--- src/timer_map.svh ---
// Register offsets, field codes, reset values and divider counts for the
// compact timer. Assumes inclusion by the timer modules and testbench only.
`ifndef TIMER_MAP_SVH
`define TIMER_MAP_SVH

// Byte addresses of the word-aligned registers
`define OFS_CTRL_A   8'h00
`define OFS_CTRL_B   8'h04
`define OFS_CNT_LO   8'h08
`define OFS_CNT_HI   8'h0C
`define OFS_A_LO     8'h10
`define OFS_A_HI     8'h14
`define OFS_P_VAL    8'h18

// Reset value shared by every register byte
`define RST_BYTE     8'h00

// Mode field codes
`define MODE_CMP     2'h0
`define MODE_PWM     2'h2
`define MODE_CNT     2'h3

// Output action codes
`define ACT_NONE     2'h0
`define ACT_LOW      2'h1
`define ACT_HIGH     2'h2
`define ACT_TOGGLE   2'h3

// Clock select codes
`define CKS_SYS4     3'h0
`define CKS_SYS      3'h1
`define CKS_H16      3'h2
`define CKS_H64      3'h3
`define CKS_SUB_A    3'h4
`define CKS_SUB_B    3'h5
`define CKS_EXT_RISE 3'h6
`define CKS_EXT_FALL 3'h7

// Prescaler terminal counts for the divided internal clocks
`define DIV4_LAST    2'h3
`define DIV16_LAST   4'hF
`define DIV64_LAST   6'h3F

`endif

--- src/timer_pkg.sv ---
// Types shared by the compact timer modules.
// Assumes timer_map.svh supplies the numeric constants.
package timer_pkg;

  // First control register, stored bits only
  typedef struct packed {
    logic       pause;
    logic [2:0] clk_sel;
    logic       on;
  } ctrl_a_s;

  // Second control register, laid out as on the bus
  typedef struct packed {
    logic [1:0] mode;
    logic [1:0] action;
    logic       oc;
    logic       pol;
    logic       swap;
    logic       clr_sel;
  } ctrl_b_s;

  // Bus slave phase
  typedef enum logic [1:0] {BUS_IDLE, BUS_WR, BUS_RD1, BUS_RD2} bus_e;

  // Whole state of the timer core
  typedef struct packed {
    ctrl_a_s     ca;
    ctrl_b_s     cb;
    logic [15:0] cmp_a;
    logic [7:0]  cmp_p;
    logic [15:0] cnt;
    logic [7:0]  buf_b;
    logic        on_prev;
    bus_e        bus;
    logic [7:0]  addr;
    logic [31:0] rdata;
    logic        fa;
    logic        fp;
  } timer_state_s;

endpackage

--- src/timer_tick_gen.sv ---
// Timer clock enable generator: divided internal rates and external edges.
// Assumes one system clock; the external pin is asynchronous to it.
`timescale 1ns/1ps
`include "timer_map.svh"
module timer_tick_gen #(
  parameter int unsigned SUB_DIV = 1526
) (
  input  wire logic       clk,
  input  wire logic       rst,
  input  wire logic [2:0] clk_sel,
  input  wire logic       ext_pin,
  output logic            tick
);
  typedef struct packed {
    logic [5:0]  pre;
    logic [15:0] sub;
    logic [2:0]  sync;
  } tick_state_s;

  tick_state_s st;
  tick_state_s nxt;
  logic        sub_hit;

  // Sub clock is a divided enable since there is only one clock
  assign sub_hit = (st.sub == 16'(SUB_DIV - 1));

  // Prescalers run freely so a select change needs no restart
  always_comb begin
    nxt      = st;
    nxt.pre  = st.pre + 6'h01;
    nxt.sub  = sub_hit ? 16'h0000 : st.sub + 16'h0001;
    nxt.sync = {st.sync[1:0], ext_pin};
    case (clk_sel)
      `CKS_SYS4:     tick = (st.pre[1:0] == `DIV4_LAST);
      `CKS_SYS:      tick = 1'b1;
      `CKS_H16:      tick = (st.pre[3:0] == `DIV16_LAST);
      `CKS_H64:      tick = (st.pre == `DIV64_LAST);
      `CKS_EXT_RISE: tick = st.sync[1] & ~st.sync[2];
      `CKS_EXT_FALL: tick = ~st.sync[1] & st.sync[2];
      default:       tick = sub_hit;
    endcase
  end

  always_ff @(posedge clk) begin
    if (rst) begin
      st <= '0;
    end else begin
      st <= nxt;
    end
  end
endmodule

--- src/timer_pin_drive.sv ---
// Output pin stage: compare-match level, PWM shaping and polarity.
// Assumes match and on-rise events arrive as one-cycle pulses.
`timescale 1ns/1ps
`include "timer_map.svh"
module timer_pin_drive
  import timer_pkg::*;
(
  input  wire logic        clk,
  input  wire logic        rst,
  input  wire ctrl_b_s     ctrl,
  input  wire logic        on_rise,
  input  wire logic        match_a,
  input  wire logic [15:0] cnt,
  input  wire logic [16:0] duty,
  output logic             pin
);
  typedef struct packed {
    logic level;
    logic pin;
  } pin_state_s;

  pin_state_s st;
  pin_state_s nxt;
  logic       active;
  logic       raw;

  // Duty at or above the period keeps the output active all the time
  assign active = ({1'b0, cnt} < duty);

  always_comb begin
    nxt = st;
    if (on_rise) begin
      nxt.level = ctrl.oc;
    end else if (match_a && ctrl.mode != `MODE_PWM) begin
      case (ctrl.action)
        `ACT_LOW:    nxt.level = 1'b0;
        `ACT_HIGH:   nxt.level = 1'b1;
        `ACT_TOGGLE: nxt.level = ~st.level;
        default:     nxt.level = st.level;
      endcase
    end
    case (ctrl.action)
      `ACT_LOW:  raw = ctrl.oc;
      `ACT_HIGH: raw = active ? ctrl.oc : ~ctrl.oc;
      default:   raw = ~ctrl.oc;
    endcase
    if (ctrl.mode == `MODE_CNT) begin
      nxt.pin = 1'b0;
    end else if (ctrl.mode == `MODE_PWM) begin
      nxt.pin = raw ^ ctrl.pol;
    end else begin
      nxt.pin = nxt.level ^ ctrl.pol;
    end
  end

  always_ff @(posedge clk) begin
    if (rst) begin
      st <= '0;
    end else begin
      st <= nxt;
    end
  end

  assign pin = st.pin;
endmodule

--- src/compact_timer_pwm_regs.sv ---
// Compact 16-bit timer with compare A, compare P, PWM and AHB-Lite registers.
// Assumes a single AHB-Lite master and one system clock; the external
// clock pin is asynchronous and synchronised in the tick generator.
//
// Our own choices: register access over AHB-Lite and the register addresses.
`timescale 1ns/1ps
`include "timer_map.svh"

// Operation
// - Pause holds the count, resumes from it
// - Clock select picks the counter clock source
// - Counter runs only while switched on
// - Switching on clears the counter
// - Switching on restores initial pin level
// - Mode field selects compare, PWM or counter
// - Compare A match applies output action
// - PWM action forces or passes waveform
// - Level bit gives initial or active level
// - Polarity bit inverts pin outside counter mode
// - Swap bit exchanges period and duty roles
// - Clear select picks clearing comparator
// - P value zero clears on overflow
// - Counter readable as low and high bytes
// - Compare A held as two bytes
// - P compares counter top byte, 256 steps
// - Pin unused in counter mode
// - Low three control bits read zero
// - Low bytes pass through shared buffer
// - Clear select zero raises both flags
// - Clear select one never raises P flag outside PWM mode
module compact_timer_pwm_regs
  import timer_pkg::*;
#(
  parameter int unsigned SUB_DIV = 1526
) (
  input  wire logic        clk,
  input  wire logic        rst,
  input  wire logic        hsel,
  input  wire logic [31:0] haddr,
  input  wire logic [1:0]  htrans,
  input  wire logic        hwrite,
  input  wire logic [2:0]  hsize,
  input  wire logic [31:0] hwdata,
  input  wire logic        hready,
  output logic             hreadyout,
  output logic [31:0]      hrdata,
  output logic             hresp,
  input  wire logic        external_clock_pin,
  output logic             timer_output_pin,
  output logic             match_a_flag,
  output logic             match_p_flag
);
  import timer_pkg::*;

  timer_state_s st;
  timer_state_s nxt;
  logic         tick;
  logic         on_rise;
  logic         run;
  logic [15:0]  inc;
  logic         hit_a;
  logic         hit_p;
  logic         pwm_mode;
  logic         clr;
  logic         flag_p;
  logic [16:0]  duty;
  logic         accept;
  logic [31:0]  rd_val;

  // Clock source selection and external edge detection
  timer_tick_gen #(
    .SUB_DIV (SUB_DIV)
  ) u_tick (
    .clk     (clk),
    .rst     (rst),
    .clk_sel (st.ca.clk_sel),
    .ext_pin (external_clock_pin),
    .tick    (tick)
  );

  // Pin shaping lives apart so the core only supplies events
  timer_pin_drive u_pin (
    .clk     (clk),
    .rst     (rst),
    .ctrl    (st.cb),
    .on_rise (on_rise),
    .match_a (run & hit_a),
    .cnt     (st.cnt),
    .duty    (duty),
    .pin     (timer_output_pin)
  );

  // Switch-on edge and counting qualifier
  assign on_rise  = st.ca.on & ~st.on_prev;
  assign run      = tick & st.ca.on & ~st.ca.pause & ~on_rise;
  assign inc      = st.cnt + 16'h0001;
  assign pwm_mode = (st.cb.mode == `MODE_PWM);

  // Comparator A; a zero value never matches, the counter just overflows
  assign hit_a = (st.cmp_a != 16'h0000) && (inc == st.cmp_a);

  // Comparator P sees only the top byte; zero means overflow at the top
  always_comb begin
    if (st.cmp_p == 8'h00) begin
      hit_p = (st.cnt == 16'hFFFF);
    end else begin
      hit_p = (inc[15:8] == st.cmp_p) && (inc[7:0] == 8'h00);
    end
  end

  // Clear source and P flag depend on mode, swap and clear select
  always_comb begin
    if (pwm_mode) begin
      clr    = st.cb.swap ? hit_a : hit_p;
      flag_p = hit_p;
    end else begin
      clr    = st.cb.clr_sel ? hit_a : hit_p;
      flag_p = hit_p & ~st.cb.clr_sel;
    end
  end

  // Duty threshold; a zero P value as duty stands for the full 65536
  always_comb begin
    if (st.cb.swap) begin
      duty = {(st.cmp_p == 8'h00), st.cmp_p, 8'h00};
    end else begin
      duty = {1'b0, st.cmp_a};
    end
  end

  // Address phase is taken only when the bus is ready
  assign accept = hsel & htrans[1] & hready;

  // Read value for the latched address
  always_comb begin
    if (st.addr == `OFS_CTRL_A) begin
      rd_val = {24'h000000, st.ca, 3'h0};
    end else if (st.addr == `OFS_CTRL_B) begin
      rd_val = {24'h000000, st.cb};
    end else if (st.addr == `OFS_CNT_LO) begin
      rd_val = {24'h000000, st.buf_b};
    end else if (st.addr == `OFS_CNT_HI) begin
      rd_val = {24'h000000, st.cnt[15:8]};
    end else if (st.addr == `OFS_A_LO) begin
      rd_val = {24'h000000, st.buf_b};
    end else if (st.addr == `OFS_A_HI) begin
      rd_val = {24'h000000, st.cmp_a[15:8]};
    end else if (st.addr == `OFS_P_VAL) begin
      rd_val = {24'h000000, st.cmp_p};
    end else begin
      rd_val = 32'h00000000;
    end
  end

  // Next state: counter, flags and bus slave
  always_comb begin
    nxt         = st;
    nxt.on_prev = st.ca.on;
    nxt.fa      = 1'b0;
    nxt.fp      = 1'b0;
    if (on_rise) begin
      nxt.cnt = 16'h0000;
    end else if (run) begin
      nxt.cnt = clr ? 16'h0000 : inc;
      nxt.fa  = hit_a;
      nxt.fp  = flag_p;
    end
    case (st.bus)
      BUS_WR: begin
        // Writes land at the end of the data phase
        nxt.bus = BUS_IDLE;
        if (st.addr == `OFS_CTRL_A) begin
          nxt.ca = hwdata[7:3];
        end else if (st.addr == `OFS_CTRL_B) begin
          nxt.cb = hwdata[7:0];
        end else if (st.addr == `OFS_A_LO) begin
          nxt.buf_b = hwdata[7:0];
        end else if (st.addr == `OFS_A_HI) begin
          nxt.cmp_a = {hwdata[7:0], st.buf_b};
        end else if (st.addr == `OFS_P_VAL) begin
          nxt.cmp_p = hwdata[7:0];
        end
      end
      BUS_RD1: begin
        // A high-byte read snapshots its low byte for the next read
        nxt.bus   = BUS_RD2;
        nxt.rdata = rd_val;
        if (st.addr == `OFS_CNT_HI) begin
          nxt.buf_b = st.cnt[7:0];
        end else if (st.addr == `OFS_A_HI) begin
          nxt.buf_b = st.cmp_a[7:0];
        end
      end
      default: begin
        nxt.bus = BUS_IDLE;
      end
    endcase
    if (accept) begin
      nxt.addr = haddr[7:0];
      nxt.bus  = hwrite ? BUS_WR : BUS_RD1;
    end
  end

  // One register for all state keeps reset values in one place
  always_ff @(posedge clk) begin
    if (rst) begin
      st <= '0;
    end else begin
      st <= nxt;
    end
  end

  // Reads take one wait state so a write just before is visible
  assign hreadyout    = (st.bus != BUS_RD1);
  assign hrdata       = st.rdata;
  assign hresp        = 1'b0;
  assign match_a_flag = st.fa;
  assign match_p_flag = st.fp;
endmodule

--- config.mk ---
export PLATFORM = sky130hd
export DESIGN_NAME = compact_timer_pwm_regs
export DESIGN_NICKNAME = d
export VERILOG_FILES = /design/src/timer_pkg.sv /design/src/timer_tick_gen.sv /design/src/timer_pin_drive.sv /design/src/compact_timer_pwm_regs.sv
export VERILOG_INCLUDE_DIRS = /design/src
export SDC_FILE = /design/constraint.sdc
export NUM_CORES = 1
export LEC_CHECK = 0
export BUFFER_PORTS_ARGS = -buffer_cell sky130_fd_sc_hd__buf_2
export CORE_UTILIZATION = 30
export DETAILED_ROUTE_END_ITERATION = 8
export HOLD_SLACK_MARGIN = 0.08
export SYNTH_ARGS = -nofsm -noshare
export SYNTH_HDL_FRONTEND = slang
export SYNTH_SLANG_ARGS = --single-unit
--- constraint.sdc ---
create_clock -name clk -period 6.3 [get_ports clk]
set_input_delay 1.26 -clock clk [delete_from_list [all_inputs] [get_ports clk]]
set_output_delay 1.26 -clock clk [all_outputs]
set_load 0.005 [all_outputs]
==> results.py <==
metrics = {
    "worst_setup_path": {
        "regToRegSetupSlack_ps": 2430,
        "regToRegStartpoint": "st[53]$_SDFFE_PP0N_",
        "timing.critical_path.required_ps": 6530,
        "reg2reg_to": "st[68]$_SDFFE_PP0N_",
        "reg2reg_depth": 9,
        "critical_path_peak_fanout": 9,
        "crit_path_end_kind": "flop",
        "criticalPathCategory": "reg -> reg",
        "worstPathArrival_ps": 4100,
        "start_kind": "flop",
    },
    "run_status": {
        "outcome": "finished with violations",
        "violations": "design-rule violations",
    },
    "die": {
        "core-area_sq_um": 22000,
        "initial_core_util_pct": 30.8,
        "ios": 112,
        "die_w_um": 152,
        "rows": 54,
        "dieArea_sq_um": 23100,
        "die_h_um": 152,
    },
    "synthesis": {
        "netlist_instances": 829,
        "ys_ff_latch": 109,
        "ys_seq_area_share_pct": 32.3,
        "synth_edf_count": 0,
        "ys.flop_type": "dfxtp_1",
        "async_reset_ff_share_pct": 0,
        "netlist_area_sq_um": 6760,
        "synth_warnings": 0,
        "syn_avg_cell_area_sq_um": 8.15,
        "yosysUniqueCellTypes": 72,
    },
    "clocking": {
        "htree_levels": 3,
        "cts-resized-gates": 0,
        "cts_setup_buffers": 0,
        "hold_buffers": 0,
        "clk_pin_slew_ps": 90,
        "numClockSinks": 109,
        "cts_buffers": 9,
        "root_buffer": "clkbuf_16",
        "worstSkewPairLatency_ps": 370,
        "cts_tree": "done",
        "clk_path_buf_depth": 2,
    },
    "routing": {
        "wl_per_cell_um": 15.9,
        "drt_pre_antenna_iters": 9,
        "routed_wl_mm": 17.5,
        "viasPerCell": 5.24,
        "drt.antenna.violating_nets": 0,
        "drtIter0Drc": 487,
        "vias": 5783,
        "drcViolationCount": 6,
    },
    "worst_hold_path": {
        "hp-class": "reg -> reg",
        "whs_endpoint": "u_tick.nxt[2]$_SDFF_PP0_",
        "hp-start": "u_tick.nxt[1]$_SDFF_PP0_",
        "hold_path_depth": 1,
    },
    "timing": {
        "setup-violations-final": 0,
        "holdWs_ps": 441,
        "slew_headroom_pct": 29.4,
        "rsz0062_at_grt": "no",
        "finalCritPeriodShare_pct": 61.4,
        "finalSetupTns_ps": 0,
        "slew_violations": 0,
        "tightestPinTransition_ps": 1050,
        "fin_crit_ps": 3870,
        "max_freq_mhz": 259,
        "finClkSkew_ps": 18.0,
        "hold_viol": 0,
    },
    "grt": {
        "grt_pass1_vias": 5164,
        "grt_max_degree": 79,
        "met3_usage_pct": 2.80,
        "grt_overflow_total": 0,
        "grt_pass1_wl_mm": 28.2,
        "top_usage_layer": "met2",
        "use_met1_pct": 21.0,
        "grt.total_usage_pct": 15.4,
        "antenna_found_initial": 0,
        "grt_util_met2_pct": 24.1,
    },
    "power": {
        "powerDensity_nw_per_um2": 188,
        "p_leak_nw": 2.57,
        "ir_worst_vdd_mv": 0.117,
    },
    "placement": {
        "dp.final_hpwl_mm": 12.8,
        "place.gp.congestion": 0.911,
        "port_buffers": 34,
    },
    "finish": {
        "drive_gt1_share_pct": 8.99,
        "nNetsFinal": 914,
        "final_util_pct": 33.1,
        "n_antenna_cell": 0,
        "layout_common_cells": "dfxtp_1 (109), nor2_1 (97), nand2_1 (77)",
        "final_common_cell": "dfxtp_1",
        "area_delta_synth_final_pct": 7.48,
    },
    "job": {
        "max_cap_violations": 0,
    },
}
==> cells in the mapped netlist (5+ instances only) <==
cell type  count  share of area (%)
nand3_1       39                2.9
ha_1          21                3.9
nor3_1        12               0.89
and3_1        13                1.2
a22oi_1        6               0.67
dfxtp_1      109                 32
nor2_1        97                5.4
and4_1         7               0.91
nor4_1        14                1.3
a211oi_1      10                1.1
mux2i_1       40                5.9
inv_1         12               0.67
nand2b_1      14                1.3
nor2b_1       16                1.5
clkbuf_1      38                2.1
buf_4         39                4.3
nand2_1       77                4.3
nor3b_1        5               0.56
o21ai_0       33                2.4
a21oi_1       54                4.0
buf_2          5               0.37
nand3b_1       5               0.56
o21ai_1        5               0.37
xnor2_1       35                4.5
a221oi_1       5               0.65
nand4_1       12                1.1
xor2_1        23                3.0
==> critical path, cell delays in order, from the launching register on <==
cell,delay [ps]
dfxtp_1,540
ha_1,360
nand3_1,330
nor4_2,580
mux2_1,370
nor4_1,320
and4_1,350
a311oi_2,300
o21ai_2,480
nor2_1,100
==> logic make-up after synthesis <==
kind of cell               synth area share, %
muxes                                     6.76
adders and majority gates                 3.89
AOI/OAI and AO/OA                         14.1
and+or+nand+nor                           25.9
xor gates and xnor gates                  9.21
DFF                                       32.3
buffers and inverters                     7.76
other                                   0.0555
==> registers in the layout, summed over array words and instances (netlist names) <==
| signal | cells |
|---|---|
| match_p_flag | 1 |
| match_a_flag | 1 |
| st | 71 |
| nxt | 1 |
| u_pin.st | 1 |
| hrdata | 8 |
| u_tick.nxt | 2 |
| u_pin.pin | 1 |
| u_tick.st | 23 |
==> through the flow <==
stage | std cells | power, mW | setup WS (ps) | area (sq um)
5_1_grt | 1103 | 1.42 | 2140 | 7260
2_1_floorplan | 853 | 0.779 | 3190 | 6850
6_report | 1103 | 1.37 | 2430 | 7260
3_5_place_dp | 1087 | 0.796 | 2540 | 6950
4_1_cts | 1103 | 1.38 | 2510 | 7260
3_3_place_gp | 1087 | 0.795 | 2560 | 6950
==> how the worst max path moves through the flow <==
stage,startpoint,to,slack [ps],cells past startpoint
2_1_floorplan,st[94]$_SDFFE_PP0P_,u_pin.pin$_SDFF_PP0_,3190,12
3_3_place_gp,st[53]$_SDFFE_PP0N_,st[55]$_SDFFE_PP0N_,2560,9
3_5_place_dp,st[53]$_SDFFE_PP0N_,st[55]$_SDFFE_PP0N_,2540,9
4_1_cts,st[53]$_SDFFE_PP0N_,st[68]$_SDFFE_PP0N_,2510,9
5_1_grt,st[53]$_SDFFE_PP0N_,st[55]$_SDFFE_PP0N_,2140,9
6_report,st[53]$_SDFFE_PP0N_,st[68]$_SDFFE_PP0N_,2430,9
==> cell type report <==
| cell class | instances | area (sq um) |
|---|---|---|
| fill | 2297 | 14700 |
| clock buffer | 9 | 225 |
| sequential | 109 | 2180 |
| inverter | 13 | 48.8 |
| multi-input combinational | 645 | 4150 |
| timing repair buffer | 40 | 215 |
| clock inverter | 7 | 87.6 |
| tap | 280 | 350 |
==> report_power, final <==
group,internal [mW],switching [mW]
Sequential,0.697,0.00877
Clock,0.286,0.301
Combinational,0.0235,0.0501
Total,1.01,0.359
==> layer usage <==
layer | up-vias | share of wire [%]
met2 | 155 | 45
met3 | 22 | 4.8
li1 | 2862 | -
met1 | 2744 | 48
met4 | 0 | 2.0
met5 | - | 0
No activity file was read; power rests on OpenSTA's default activity.
